## src/verilog/drs_pkg.sv

```systemverilog
// package: register map, field layout, reset values and timing of the reference selector
`default_nettype none
package drs_pkg;

	////////////////////////////////////////////////////////////////////////////
	// clock and timing
	localparam int unsigned PCLK_HZ              = 10_000_000;
	// short frequency window, in microseconds
	localparam int unsigned FREQ_SHORT_WINDOW_US = 5000;
	// long frequency window, in milliseconds
	localparam int unsigned FREQ_LONG_WINDOW_MS  = 400;
	localparam int unsigned FREQ_SHORT_CYCLES    = FREQ_SHORT_WINDOW_US * (PCLK_HZ / 1_000_000);
	localparam int unsigned FREQ_LONG_CYCLES     = FREQ_LONG_WINDOW_MS * (PCLK_HZ / 1000);
	localparam int unsigned NUM_REFS             = 4;
	localparam int unsigned WIN_W                = 22;
	localparam int unsigned CNT_W                = 24;
	localparam int unsigned PRIO_W               = 4;

	////////////////////////////////////////////////////////////////////////////
	// register byte offsets
	localparam logic [7:0] CTRL_OFFSET       = 8'h00;
	localparam logic [7:0] PRIORITY_OFFSET   = 8'h04;
	localparam logic [7:0] LOS_WINDOW_OFFSET = 8'h08;
	localparam logic [7:0] FREQ_EXP_OFFSET   = 8'h0c;
	localparam logic [7:0] FREQ_TOL_OFFSET   = 8'h10;
	localparam logic [7:0] STATUS_OFFSET     = 8'h14;
	localparam logic [7:0] INT_STATUS_OFFSET = 8'h18;
	localparam logic [7:0] INT_MASK_OFFSET   = 8'h1c;
	localparam logic [7:0] FREQ_CNT_OFFSET   = 8'h20;

	////////////////////////////////////////////////////////////////////////////
	// control register layout, bit 0 upward from the bottom of the struct
	localparam int unsigned CTRL_W = 11;
	typedef struct packed {
		logic [1:0] los_gpio_src;           // 10:9 which line drives the los pin
		logic       los_gpio_en;            // 8 steer loss status to the pin
		logic       long_window;            // 7 use the long frequency window
		logic       loss_goes_free_running; // 6 no reference: free run, else holdover
		logic       revertive_en;           // 5 revertive automatic selection
		logic [1:0] manual_ref_sel;         // 4:3 manual reference line
		logic       ref_sel_from_pins;      // 2 manual selection taken from pins
		logic       auto_mode;              // 1 automatic selection
		logic       single_ended;           // 0 four single-ended inputs
	} drs_ctrl_type;

	// status register fields
	localparam int unsigned STS_LOS_LSB    = 0;
	localparam int unsigned STS_FAULT_LSB  = 4;
	localparam int unsigned STS_QUAL_LSB   = 8;
	localparam int unsigned STS_SEL_LSB    = 12;
	localparam int unsigned STS_VALID_BIT  = 14;
	localparam int unsigned STS_FREE_BIT   = 15;
	localparam int unsigned STS_HOLD_BIT   = 16;

	// interrupt status and mask fields
	localparam int unsigned INT_W          = 6;
	localparam int unsigned INT_LOS_LSB    = 0;
	localparam int unsigned INT_SWITCH_BIT = 4;
	localparam int unsigned INT_NOREF_BIT  = 5;

	////////////////////////////////////////////////////////////////////////////
	// reset values
	localparam logic [CTRL_W-1:0] CTRL_RESET       = 11'h022;
	localparam logic [15:0]       PRIORITY_RESET   = 16'h3210;
	localparam logic [15:0]       LOS_WINDOW_RESET = 16'h0008;
	localparam logic [CNT_W-1:0]  FREQ_EXP_RESET   = 24'h000000;
	localparam logic [15:0]       FREQ_TOL_RESET   = 16'hffff;
	localparam logic [INT_W-1:0]  INT_MASK_RESET   = 6'h00;

	////////////////////////////////////////////////////////////////////////////
	// dpll reference state, gray coded along free run, track, holdover
	typedef enum logic [1:0] {
		ST_FREE_RUN = 2'b00,
		ST_TRACK    = 2'b01,
		ST_HOLDOVER = 2'b11
	} drs_state_type;

endpackage
`default_nettype wire

```

## src/verilog/drs_selector.sv

```systemverilog
// dpll reference selector: input routing, monitors, manual and automatic selection, apb registers
// How it works
// - single-ended: each pin drives own line
// - differential: pairs drive lines zero and two
// - loss status readable, optionally on pin
// - loss flagged after programmable missing-edge window
// - frequency window of nominal five milliseconds
// - frequency window of nominal 0.4 seconds
// - manual source is register or pins
// - register manual selects indexed reference line
// - pin code 00..11 selects lines 0..3
// - automatic uses qualification and programmable priorities
// - equal priority: lower index wins
// - register bit chooses revertive or non-revertive
// - revertive: switch only to strictly higher priority
// - non-revertive: keep reference until disqualified
// - no qualified input: free run or holdover
//
// The placing of the registers and the APB interface to the registers were left to the implementer.
`default_nettype none
module drs_selector #(
	parameter int unsigned SHORT_CYCLES = drs_pkg::FREQ_SHORT_CYCLES,
	parameter int unsigned LONG_CYCLES  = drs_pkg::FREQ_LONG_CYCLES
) (
	// clock and reset
	input  wire logic        pclk,
	input  wire logic        presetn,
	// apb slave
	input  wire logic [7:0]  paddr,
	input  wire logic        psel,
	input  wire logic        penable,
	input  wire logic        pwrite,
	input  wire logic [31:0] pwdata,
	output logic [31:0]      prdata,
	output logic             pready,
	output logic             pslverr,
	// clock input pins: pair0 true, pair0 comp, pair1 true, pair1 comp
	input  wire logic [3:0]  clk_pin,
	// manual selection pins
	input  wire logic [1:0]  ref_sel_pin,
	// dpll side
	output logic [1:0]       selected_ref,
	output logic             ref_valid,
	output logic             dpll_free_run,
	output logic             dpll_holdover,
	// general purpose pin and interrupt
	output logic             los_gpio,
	output logic             irq
);
	import drs_pkg::*;

	////////////////////////////////////////////////////////////////////////////
	// declarations
	localparam int unsigned NSYNC = 6;       // four clock pins and two select pins
	logic [NSYNC-1:0]        sync1;          // first stage, read only by sync2
	logic [NSYNC-1:0]        sync2;
	logic [NSYNC-1:0]        sync3;
	logic [NSYNC-1:0]        pin_level;      // agreed level of each pin
	drs_ctrl_type            ctrl;           // control register
	logic [15:0]             ref_priority;   // four priority fields, low value wins
	logic [15:0]             los_window;     // missing-edge window in cycles
	logic [CNT_W-1:0]        freq_expect;    // expected edges per window
	logic [15:0]             freq_tol;       // allowed deviation in edges
	logic [INT_W-1:0]        int_status;     // sticky events
	logic [INT_W-1:0]        int_mask;       // one enables an event onto irq
	logic                    internal_reference_0;
	logic                    internal_reference_1;
	logic                    internal_reference_2;
	logic                    internal_reference_3;
	logic [NUM_REFS-1:0]     ref_line;
	logic [NUM_REFS-1:0]     los;
	logic [NUM_REFS-1:0]     freq_fault;
	logic [NUM_REFS-1:0]     qualified;
	logic [CNT_W-1:0]        freq_count [NUM_REFS];
	drs_state_type           state;
	drs_state_type           next_state;
	logic [1:0]              next_sel;
	logic [1:0]              best_idx;
	logic                    best_found;
	logic [1:0]              manual_target;
	logic [INT_W-1:0]        events;
	logic                    setup_phase;    // access cycle before pready
	logic                    wr_fire;        // write takes effect this edge
	logic [31:0]             read_word;
	logic                    addr_ok;

	////////////////////////////////////////////////////////////////////////////
	// pin synchronisers: a change counts once stages two and three agree
	always_ff @(posedge pclk or negedge presetn) begin
		if (!presetn) begin
			sync1     <= '0;
			sync2     <= '0;
			sync3     <= '0;
			pin_level <= '0;
		end else begin
			sync1     <= {ref_sel_pin, clk_pin};
			sync2     <= sync1;
			sync3     <= sync2;
			pin_level <= (sync2 & ~(sync2 ^ sync3)) | (pin_level & (sync2 ^ sync3));
		end
	end

	////////////////////////////////////////////////////////////////////////////
	// input routing; the complement pin is ignored in differential mode
	always_comb begin
		// true pins always feed lines zero and two
		internal_reference_0 = pin_level[0];
		internal_reference_2 = pin_level[2];
		// complement pins get their own lines only when single-ended
		internal_reference_1 = ctrl.single_ended & pin_level[1];
		internal_reference_3 = ctrl.single_ended & pin_level[3];
	end
	assign ref_line = {internal_reference_3, internal_reference_2,
		internal_reference_1, internal_reference_0};

	////////////////////////////////////////////////////////////////////////////
	// per-line monitors
	for (genvar i = 0; i < NUM_REFS; i++) begin : g_mon
		drs_ref_monitor #(
			.SHORT_CYCLES (SHORT_CYCLES),
			.LONG_CYCLES  (LONG_CYCLES)
		) u_mon (
			.pclk        (pclk),
			.presetn     (presetn),
			.ref_level   (ref_line[i]),
			.long_window (ctrl.long_window),
			.los_window  (los_window),
			.freq_expect (freq_expect),
			.freq_tol    (freq_tol),
			.los         (los[i]),
			.freq_fault  (freq_fault[i]),
			.freq_count  (freq_count[i])
		);
	end

	assign qualified = ~los & ~freq_fault;

	////////////////////////////////////////////////////////////////////////////
	// helpers on the priority register
	function automatic logic [PRIO_W-1:0] prio_of(input logic [15:0] p, input logic [1:0] idx);
		prio_of = p[idx*PRIO_W +: PRIO_W];
	endfunction

	// best qualified line; strict compare keeps the lower index on ties
	always_comb begin
		best_found = 1'b0;
		best_idx   = 2'd0;
		for (int i = 0; i < NUM_REFS; i++) begin
			if (qualified[i] && (!best_found ||
				prio_of(ref_priority, 2'(i)) < prio_of(ref_priority, best_idx))) begin
				best_found = 1'b1;
				best_idx   = 2'(i);
			end
		end
	end

	// manual target from register or pin code
	assign manual_target = ctrl.ref_sel_from_pins ? pin_level[5:4] : ctrl.manual_ref_sel;

	////////////////////////////////////////////////////////////////////////////
	// selection decision
	always_comb begin
		next_sel   = selected_ref;
		next_state = state;
		if (ctrl.auto_mode) begin
			if (state != ST_TRACK || !qualified[selected_ref]) begin
				if (best_found) begin
					next_sel   = best_idx;
					next_state = ST_TRACK;
				end else if (state == ST_TRACK) begin
					next_state = ctrl.loss_goes_free_running ? ST_FREE_RUN : ST_HOLDOVER;
				end
			// revertive only moves to strictly better priority
			end else if (ctrl.revertive_en && best_found &&
				prio_of(ref_priority, best_idx) < prio_of(ref_priority, selected_ref)) begin
				next_sel = best_idx;
			end
			// otherwise the current line is kept
		end else begin
			next_sel = manual_target;
			if (qualified[manual_target]) begin
				next_state = ST_TRACK;
			end else if (state == ST_TRACK) begin
				next_state = ctrl.loss_goes_free_running ? ST_FREE_RUN : ST_HOLDOVER;
			end
		end
	end

	// state and dpll-facing outputs, all registered
	always_ff @(posedge pclk or negedge presetn) begin
		if (!presetn) begin
			state         <= ST_FREE_RUN;
			selected_ref  <= 2'd0;
			ref_valid     <= 1'b0;
			dpll_free_run <= 1'b1;
			dpll_holdover <= 1'b0;
		end else begin
			state        <= next_state;
			selected_ref <= next_sel;
			case (next_state)
				ST_TRACK: begin
					ref_valid     <= 1'b1;
					dpll_free_run <= 1'b0;
					dpll_holdover <= 1'b0;
				end
				ST_HOLDOVER: begin
					ref_valid     <= 1'b0;
					dpll_free_run <= 1'b0;
					dpll_holdover <= 1'b1;
				end
				default: begin
					ref_valid     <= 1'b0;
					dpll_free_run <= 1'b1;
					dpll_holdover <= 1'b0;
				end
			endcase
		end
	end

	////////////////////////////////////////////////////////////////////////////
	// loss status steered to the general purpose pin
	always_ff @(posedge pclk or negedge presetn) begin
		if (!presetn) begin
			los_gpio <= 1'b0;
		end else begin
			los_gpio <= ctrl.los_gpio_en & los[ctrl.los_gpio_src];
		end
	end

	////////////////////////////////////////////////////////////////////////////
	// apb handshake: one wait state, read data captured with pready
	assign setup_phase = psel & penable & ~pready;
	assign wr_fire     = psel & penable & pready & pwrite;

	// read mux and address decode
	always_comb begin
		read_word = 32'h00000000;
		addr_ok   = 1'b1;
		case (paddr)
			CTRL_OFFSET:       read_word[CTRL_W-1:0] = ctrl;
			PRIORITY_OFFSET:   read_word[15:0] = ref_priority;
			LOS_WINDOW_OFFSET: read_word[15:0] = los_window;
			FREQ_EXP_OFFSET:   read_word[CNT_W-1:0] = freq_expect;
			FREQ_TOL_OFFSET:   read_word[15:0] = freq_tol;
			STATUS_OFFSET: begin
				read_word[STS_LOS_LSB +: NUM_REFS]   = los;
				read_word[STS_FAULT_LSB +: NUM_REFS] = freq_fault;
				read_word[STS_QUAL_LSB +: NUM_REFS]  = qualified;
				read_word[STS_SEL_LSB +: 2]          = selected_ref;
				read_word[STS_VALID_BIT]             = ref_valid;
				read_word[STS_FREE_BIT]              = dpll_free_run;
				read_word[STS_HOLD_BIT]              = dpll_holdover;
			end
			INT_STATUS_OFFSET: read_word[INT_W-1:0] = int_status;
			INT_MASK_OFFSET:   read_word[INT_W-1:0] = int_mask;
			FREQ_CNT_OFFSET:   read_word[CNT_W-1:0] = freq_count[selected_ref];
			default:           addr_ok = 1'b0;
		endcase
	end

	// handshake flops; unmapped addresses answer with pslverr
	always_ff @(posedge pclk or negedge presetn) begin
		if (!presetn) begin
			pready  <= 1'b0;
			prdata  <= 32'h00000000;
			pslverr <= 1'b0;
		end else begin
			pready  <= setup_phase;
			pslverr <= setup_phase & ~addr_ok;
			if (setup_phase && !pwrite) begin
				prdata <= read_word;
			end
		end
	end

	// configuration registers, written at the pready edge
	always_ff @(posedge pclk or negedge presetn) begin
		if (!presetn) begin
			ctrl         <= CTRL_RESET;
			ref_priority <= PRIORITY_RESET;
			los_window   <= LOS_WINDOW_RESET;
			freq_expect  <= FREQ_EXP_RESET;
			freq_tol     <= FREQ_TOL_RESET;
			int_mask     <= INT_MASK_RESET;
		end else if (wr_fire) begin
			case (paddr)
				CTRL_OFFSET:       ctrl <= pwdata[CTRL_W-1:0];
				PRIORITY_OFFSET:   ref_priority <= pwdata[15:0];
				LOS_WINDOW_OFFSET: los_window <= pwdata[15:0];
				FREQ_EXP_OFFSET:   freq_expect <= pwdata[CNT_W-1:0];
				FREQ_TOL_OFFSET:   freq_tol <= pwdata[15:0];
				INT_MASK_OFFSET:   int_mask <= pwdata[INT_W-1:0];
				default:           ;
			endcase
		end
	end

	////////////////////////////////////////////////////////////////////////////
	// events: new loss per line, reference change, leaving the track state
	logic [NUM_REFS-1:0] los_d;
	always_ff @(posedge pclk or negedge presetn) begin
		if (!presetn) begin
			los_d <= '1;
		end else begin
			los_d <= los;
		end
	end

	always_comb begin
		events                             = '0;
		events[INT_LOS_LSB +: NUM_REFS]    = los & ~los_d;
		events[INT_SWITCH_BIT] = (next_state == ST_TRACK) &&
			(state != ST_TRACK || next_sel != selected_ref);
		events[INT_NOREF_BIT]  = (state == ST_TRACK) && (next_state != ST_TRACK);
	end

	// sticky status, write one to clear; a new event beats the clear
	always_ff @(posedge pclk or negedge presetn) begin
		if (!presetn) begin
			int_status <= '0;
			irq        <= 1'b0;
		end else begin
			if (wr_fire && paddr == INT_STATUS_OFFSET) begin
				int_status <= (int_status & ~pwdata[INT_W-1:0]) | events;
			end else begin
				int_status <= int_status | events;
			end
			irq <= |(int_status & int_mask);
		end
	end

endmodule
`default_nettype wire

```

## src/verilog/drs_ref_monitor.sv

```systemverilog
// one reference line monitor: missing-edge detector and windowed frequency counter
`default_nettype none
module drs_ref_monitor #(
	parameter int unsigned SHORT_CYCLES = drs_pkg::FREQ_SHORT_CYCLES,
	parameter int unsigned LONG_CYCLES  = drs_pkg::FREQ_LONG_CYCLES
) (
	// clock and reset
	input  wire logic                      pclk,
	input  wire logic                      presetn,
	// reference line, already synchronised
	input  wire logic                      ref_level,
	// configuration
	input  wire logic                      long_window,
	input  wire logic [15:0]               los_window,
	input  wire logic [drs_pkg::CNT_W-1:0] freq_expect,
	input  wire logic [15:0]               freq_tol,
	// results
	output logic                           los,
	output logic                           freq_fault,
	output logic [drs_pkg::CNT_W-1:0]      freq_count
);
	import drs_pkg::*;

	logic             ref_d;    // previous level for edge detect
	logic [15:0]      gap;      // cycles since the last rising edge
	logic [WIN_W-1:0] win_cnt;  // position in the frequency window
	logic [CNT_W-1:0] edge_cnt; // edges seen in this window
	logic [WIN_W-1:0] win_last; // last cycle of the chosen window
	logic [CNT_W-1:0] final_cnt;
	logic             rise;

	assign rise      = ref_level & ~ref_d;
	assign win_last  = long_window ? WIN_W'(LONG_CYCLES - 1) : WIN_W'(SHORT_CYCLES - 1);
	assign final_cnt = edge_cnt + CNT_W'(rise);

	// absolute difference of two counts
	function automatic logic [CNT_W-1:0] abs_diff(input logic [CNT_W-1:0] a,
		input logic [CNT_W-1:0] b);
		abs_diff = (a > b) ? a - b : b - a;
	endfunction

	////////////////////////////////////////////////////////////////////////////
	// missing edge window
	// gap saturates so a dead line stays flagged forever
	always_ff @(posedge pclk or negedge presetn) begin
		if (!presetn) begin
			ref_d <= 1'b0;
			gap   <= 16'h0000;
			los   <= 1'b1;
		end else begin
			ref_d <= ref_level;
			if (rise) begin
				gap <= 16'h0000;
				los <= 1'b0;
			end else begin
				if (gap != 16'hffff) begin
					gap <= gap + 16'h0001;
				end
				los <= (gap >= los_window);
			end
		end
	end

	////////////////////////////////////////////////////////////////////////////
	// frequency window
	// a switch to the short window mid-count ends the window early, the next one is clean
	always_ff @(posedge pclk or negedge presetn) begin
		if (!presetn) begin
			win_cnt    <= '0;
			edge_cnt   <= '0;
			freq_count <= '0;
			freq_fault <= 1'b0;
		end else if (win_cnt >= win_last) begin
			win_cnt    <= '0;
			edge_cnt   <= '0;
			freq_count <= final_cnt;
			freq_fault <= (abs_diff(final_cnt, freq_expect) > CNT_W'(freq_tol));
		end else begin
			win_cnt  <= win_cnt + WIN_W'(1);
			edge_cnt <= final_cnt;
		end
	end

endmodule
`default_nettype wire

```

## config.mk

```make
export PLATFORM = sky130hd
export DESIGN_NAME = drs_selector
export DESIGN_NICKNAME = d
export VERILOG_FILES = /design/src/verilog/drs_pkg.sv /design/src/verilog/drs_selector.sv /design/src/verilog/drs_ref_monitor.sv
export SDC_FILE = /design/constraint.sdc
export NUM_CORES = 2
export LEC_CHECK = 0
export BUFFER_PORTS_ARGS = -buffer_cell sky130_fd_sc_hd__buf_2
export CAP_MARGIN = 20
export CORE_MARGIN = 3
export CORE_UTILIZATION = 37
export CTS_BUF_LIST = sky130_fd_sc_hd__clkbuf_4 sky130_fd_sc_hd__clkbuf_8 sky130_fd_sc_hd__clkbuf_16
export CTS_CLUSTER_DIAMETER = 80
export CTS_CLUSTER_SIZE = 30
export DETAILED_ROUTE_END_ITERATION = 8
export SETUP_SLACK_MARGIN = 0.3
export SLEW_MARGIN = 10
export SYNTH_ARGS = -nofsm -noshare
export SYNTH_HDL_FRONTEND = slang
export SYNTH_SLANG_ARGS = --single-unit
```

## constraint.sdc

```tcl
create_clock -name pclk -period 6.5 [get_ports pclk]
set_input_delay 0.65 -clock pclk [delete_from_list [all_inputs] [get_ports pclk]]
set_output_delay 0.65 -clock pclk [all_outputs]
set_load 0.01 [all_outputs]
```

==> impl_metrics.csv <==
group,metric,value,unit
run_status,status,"finished, final reports clean",
setup_path,crit_fanout,6,
drt,ant_nets,0,
placed_design,hpwl,96600,um
logic_synthesis,syn-cell-area,0.0372,mm2
drt,wl_per_cell,22.0,um
logic_synthesis,synth_seq_cells,514,
logic_synthesis,yosysSeqAreaShare,34.6,%
die,design.core.area,0.0991,mm2
timing,holdWs,0.0937,ns
setup_path,cpPeakStageDelay,0.38,ns
drt,wirelength,126000,um
logic_synthesis,yosysTopAreaCell,"dfrtp_1",
clocking,root_buffer,"clkbuf_16",
clocking,cts_tree,"yes",
drt,num_vias,32500,
logic_synthesis,ys_types,89,
clocking,cts_sinks,514,
min_path,hold_class,"input pin to flop",
logic_synthesis,netlist_instances,4149,
final_layout,drive_above_1_share,18.1,%
logic_synthesis,yosysTopAreaCellShare,32.4,%
die,die_h,323,um
logic_synthesis,synth_compound_area_share,17.2,%
setup_path,end_kind,"flop",
timing,fmax,166,MHz
final_layout,nets,4860,
die,die_area,0.105,mm2
final_layout,n_fill_cell,9571,
grt,grt_overflow,0,
placed_design,dp_slack,-0.0703,ns
setup_path,critical_path_class,"flop to flop",
setup_path,crit_arrival,6.49,ns
timing,min_period,6.01,ns
pwr,power,10.8,mW
drt,wl_met3,9500,um
pwr,power_density,248,mW/mm2
grt,grt_pass1_wl,190000,um
drt,first_iter_violations,2764,
clocking,clkTransAtPathRegs,0.10,ns
clocking,numCtsBuffers,39,
grt,grt_pass1_vias,30900,
timing,tightest_slew,1.08,ns
die,num_rows,115,
drt,wl_met1,56700,um
job,max_cap_violations,0,
logic_synthesis,synthXorXnorAreaFrac,6.80,%
placed_design,placed_area,0.0407,mm2
logic_synthesis,syn_area_per_cell,8.98,um2
timing,relSlewSlack,27.9,%
logic_synthesis,ys_async_sr_fraction,100,%
grt,antenna_found_initial,5,
drt,firstDrtPassIters,8,
timing,final_hold_viol_count,0,
logic_synthesis,synth_simple_gate_area_share,16.5,%
drt,top_layer,"met5",
placed_design,io_buffers,75,
timing,clock_skew,0.0624,ns
drt,drcViolationCount,0,
logic_synthesis,synth-edff-count,0,
setup_path,required,6.98,ns
timing,rsz0062_at_grt,"yes",
grt,track_usage,23.8,%
setup_path,timing.critical_path.mode_cell,"o21a_1",
clocking,max-clock-path-buffers,3,
die,die_w,323,um
logic_synthesis,synth_top_family_by_area,"compound AO/OA/AOI/OAI gates",
logic_synthesis,synthTopCellsByArea,"dfrtp_1, ha_1, nor2_1",
setup_path,slowest_stage,"dfrtp_1",
final_layout,post-route-cell-area,0.0436,mm2
timing,setup_slack,0.493,ns
setup_path,ff2ff_setup_slack,0.49,ns
logic_synthesis,synthAdderAreaFrac,14.0,%
timing,post-route-period-util,92.4,%
drt,wl_met2,53800,um
logic_synthesis,synth_mux_area_share,6.51,%
drt,vias_per_cell,5.68,
die,io_pins,92,
logic_synthesis,yosysMostFrequentCell,"nor2_1",
clocking,clk_latency,0.67,ns
clocking,htreeDepth,2,
grt,grt_max_degree,162,
logic_synthesis,yosys_warnings,0,
setup_path,cp-start-kind,"flop",
logic_synthesis,ys.flop_type,"dfrtp_1",
timing,drv_slew,0,
pwr,p_leak,21.5,nW
logic_synthesis,synth_common_cells,"nor2_1, dfrtp_1, ha_1, a21oi_1, nand2_1",
die,initial_core_util,37.6,%
placed_design,gp_congestion,0.976,
timing,setup_violations,0,
pwr,ir_drop,0.000229,V
final_layout,syn_to_final_growth,17.0,%
==> path summary, 6_finish.rpt <==
path / startpoint / endpoint / depth (start not counted)
max: ctrl[0] / g_mon[1].u_mon.freq_fault / 32
min in group asynchronous: presetn / sync2[1] / 2
min reg2reg: sync1[1] / sync2[1] / 0
min: ref_sel_pin[1] / sync1[5] / 1
max in group asynchronous: presetn / g_mon[0].u_mon.win_cnt[19] / 3
max reg2reg: ctrl[0] / g_mon[1].u_mon.freq_fault / 32
==> cell usage in the layout, fill, tap and decap left out, types with 20 or more instances in the layout <==
cell type	instances
a211oi_1	24
a21o_1	120
a21oi_1	352
a31oi_1	29
and3_1	56
buf_2	74
buf_4	289
clkbuf_16	41
dfrtp_1	479
dfstp_2	32
ha_1	376
ha_4	20
inv_1	222
mux2_2	92
mux2i_1	66
mux4_2	29
nand2_1	241
nand2b_1	24
nand3_1	136
nand4_1	100
nor2_1	518
nor2b_1	40
nor3_1	52
o21a_1	36
o21ai_0	168
o21bai_1	35
xnor2_1	107
xor2_1	152
==> state kept, by name, summed over array words and instances (netlist names), 2 cells and up, named ones only <==
signal	count
freq_tol	16
freq_expect	24
sync1	6
g_mon.u_mon.los	4
prdata	24
los_window	16
int_status	6
sync2	6
g_mon.u_mon.freq_count	96
g_mon.u_mon.edge_cnt	96
selected_ref	2
sync3	6
int_mask	6
g_mon.u_mon.ref_d	4
g_mon.u_mon.win_cnt	88
ctrl	11
state	2
ref_priority	16
los_d	4
g_mon.u_mon.freq_fault	4
g_mon.u_mon.gap	64
==> power by group <==
| part | total (mW) | internal [mW] | leakage, nW | switching, mW |
|---|---|---|---|---|
| Sequential | 3.47 | 3.33 | 6.72 | 0.138 |
| Clock | 2.84 | 1.34 | 0.711 | 1.50 |
| Combinational | 4.51 | 2.09 | 14.0 | 2.42 |
==> cells by family (layout without fill, tap and decap cells) <==
logic type               after synthesis  after routing
flip-flops                           514            514
AO/OA/AOI/OAI                       1009           1009
multiplexers                         194            194
AND/OR/NAND/NOR                     1324           1324
adder cells (fa/ha/maj)              414            414
buffers and inverters                404            680
XOR/XNOR                             289            289
other                                  1             10
==> layout make-up <==
cell class,count,area [um2],share of cell area (%)
flip-flops and latches,514,12900,29.6
diodes,2,5.00,0.0115
inverters,229,865,1.98
clock buffers,40,1000,2.30
repair buffers,379,2790,6.40
clock inverters,32,478,1.10
multi-input cells,3238,23900,54.9
well taps,1287,1610,3.69
==> worst max-delay path, delay by kind of cell (launching register included) <==
family / cells / cell delay, ns
XOR/XNOR: 2 / 0.35
AO/OA/AOI/OAI: 12 / 1.91
flip-flops: 1 / 0.38
AND/OR/NAND/NOR: 10 / 1.88
adder cells (fa/ha/maj): 4 / 0.85
buffers and inverters: 4 / 0.43
==> through the flow <==
stage | setup TNS (ns) | utilization (%) | cells
finish | 0 | 44.0 | 5721
global route | 0 | 44.0 | 5719
CTS | 0 | 42.8 | 5679
detailed placement | -0.0703 | 41.0 | 5599
global placement | 0 | 41.0 | 5599
floorplan | 0 | - | 4156
==> routing by layer <==
metal	GRT usage, %	vias up
met2	35.9	1176
met1	33.7	15800
met3	3.85	235
met5	0	-
met4	9.65	2
li1	-	15300
==> timing repair <==
item,in CTS,in global routing
setup endpoints to repair,4,7
pin swaps,9,83
buffers inserted,7,39
resized for setup,40,173
endpoints found under the hold margin,2,0
gates cloned,0,1
hold buffers,1,0
(Power assumes the default switching activity.)
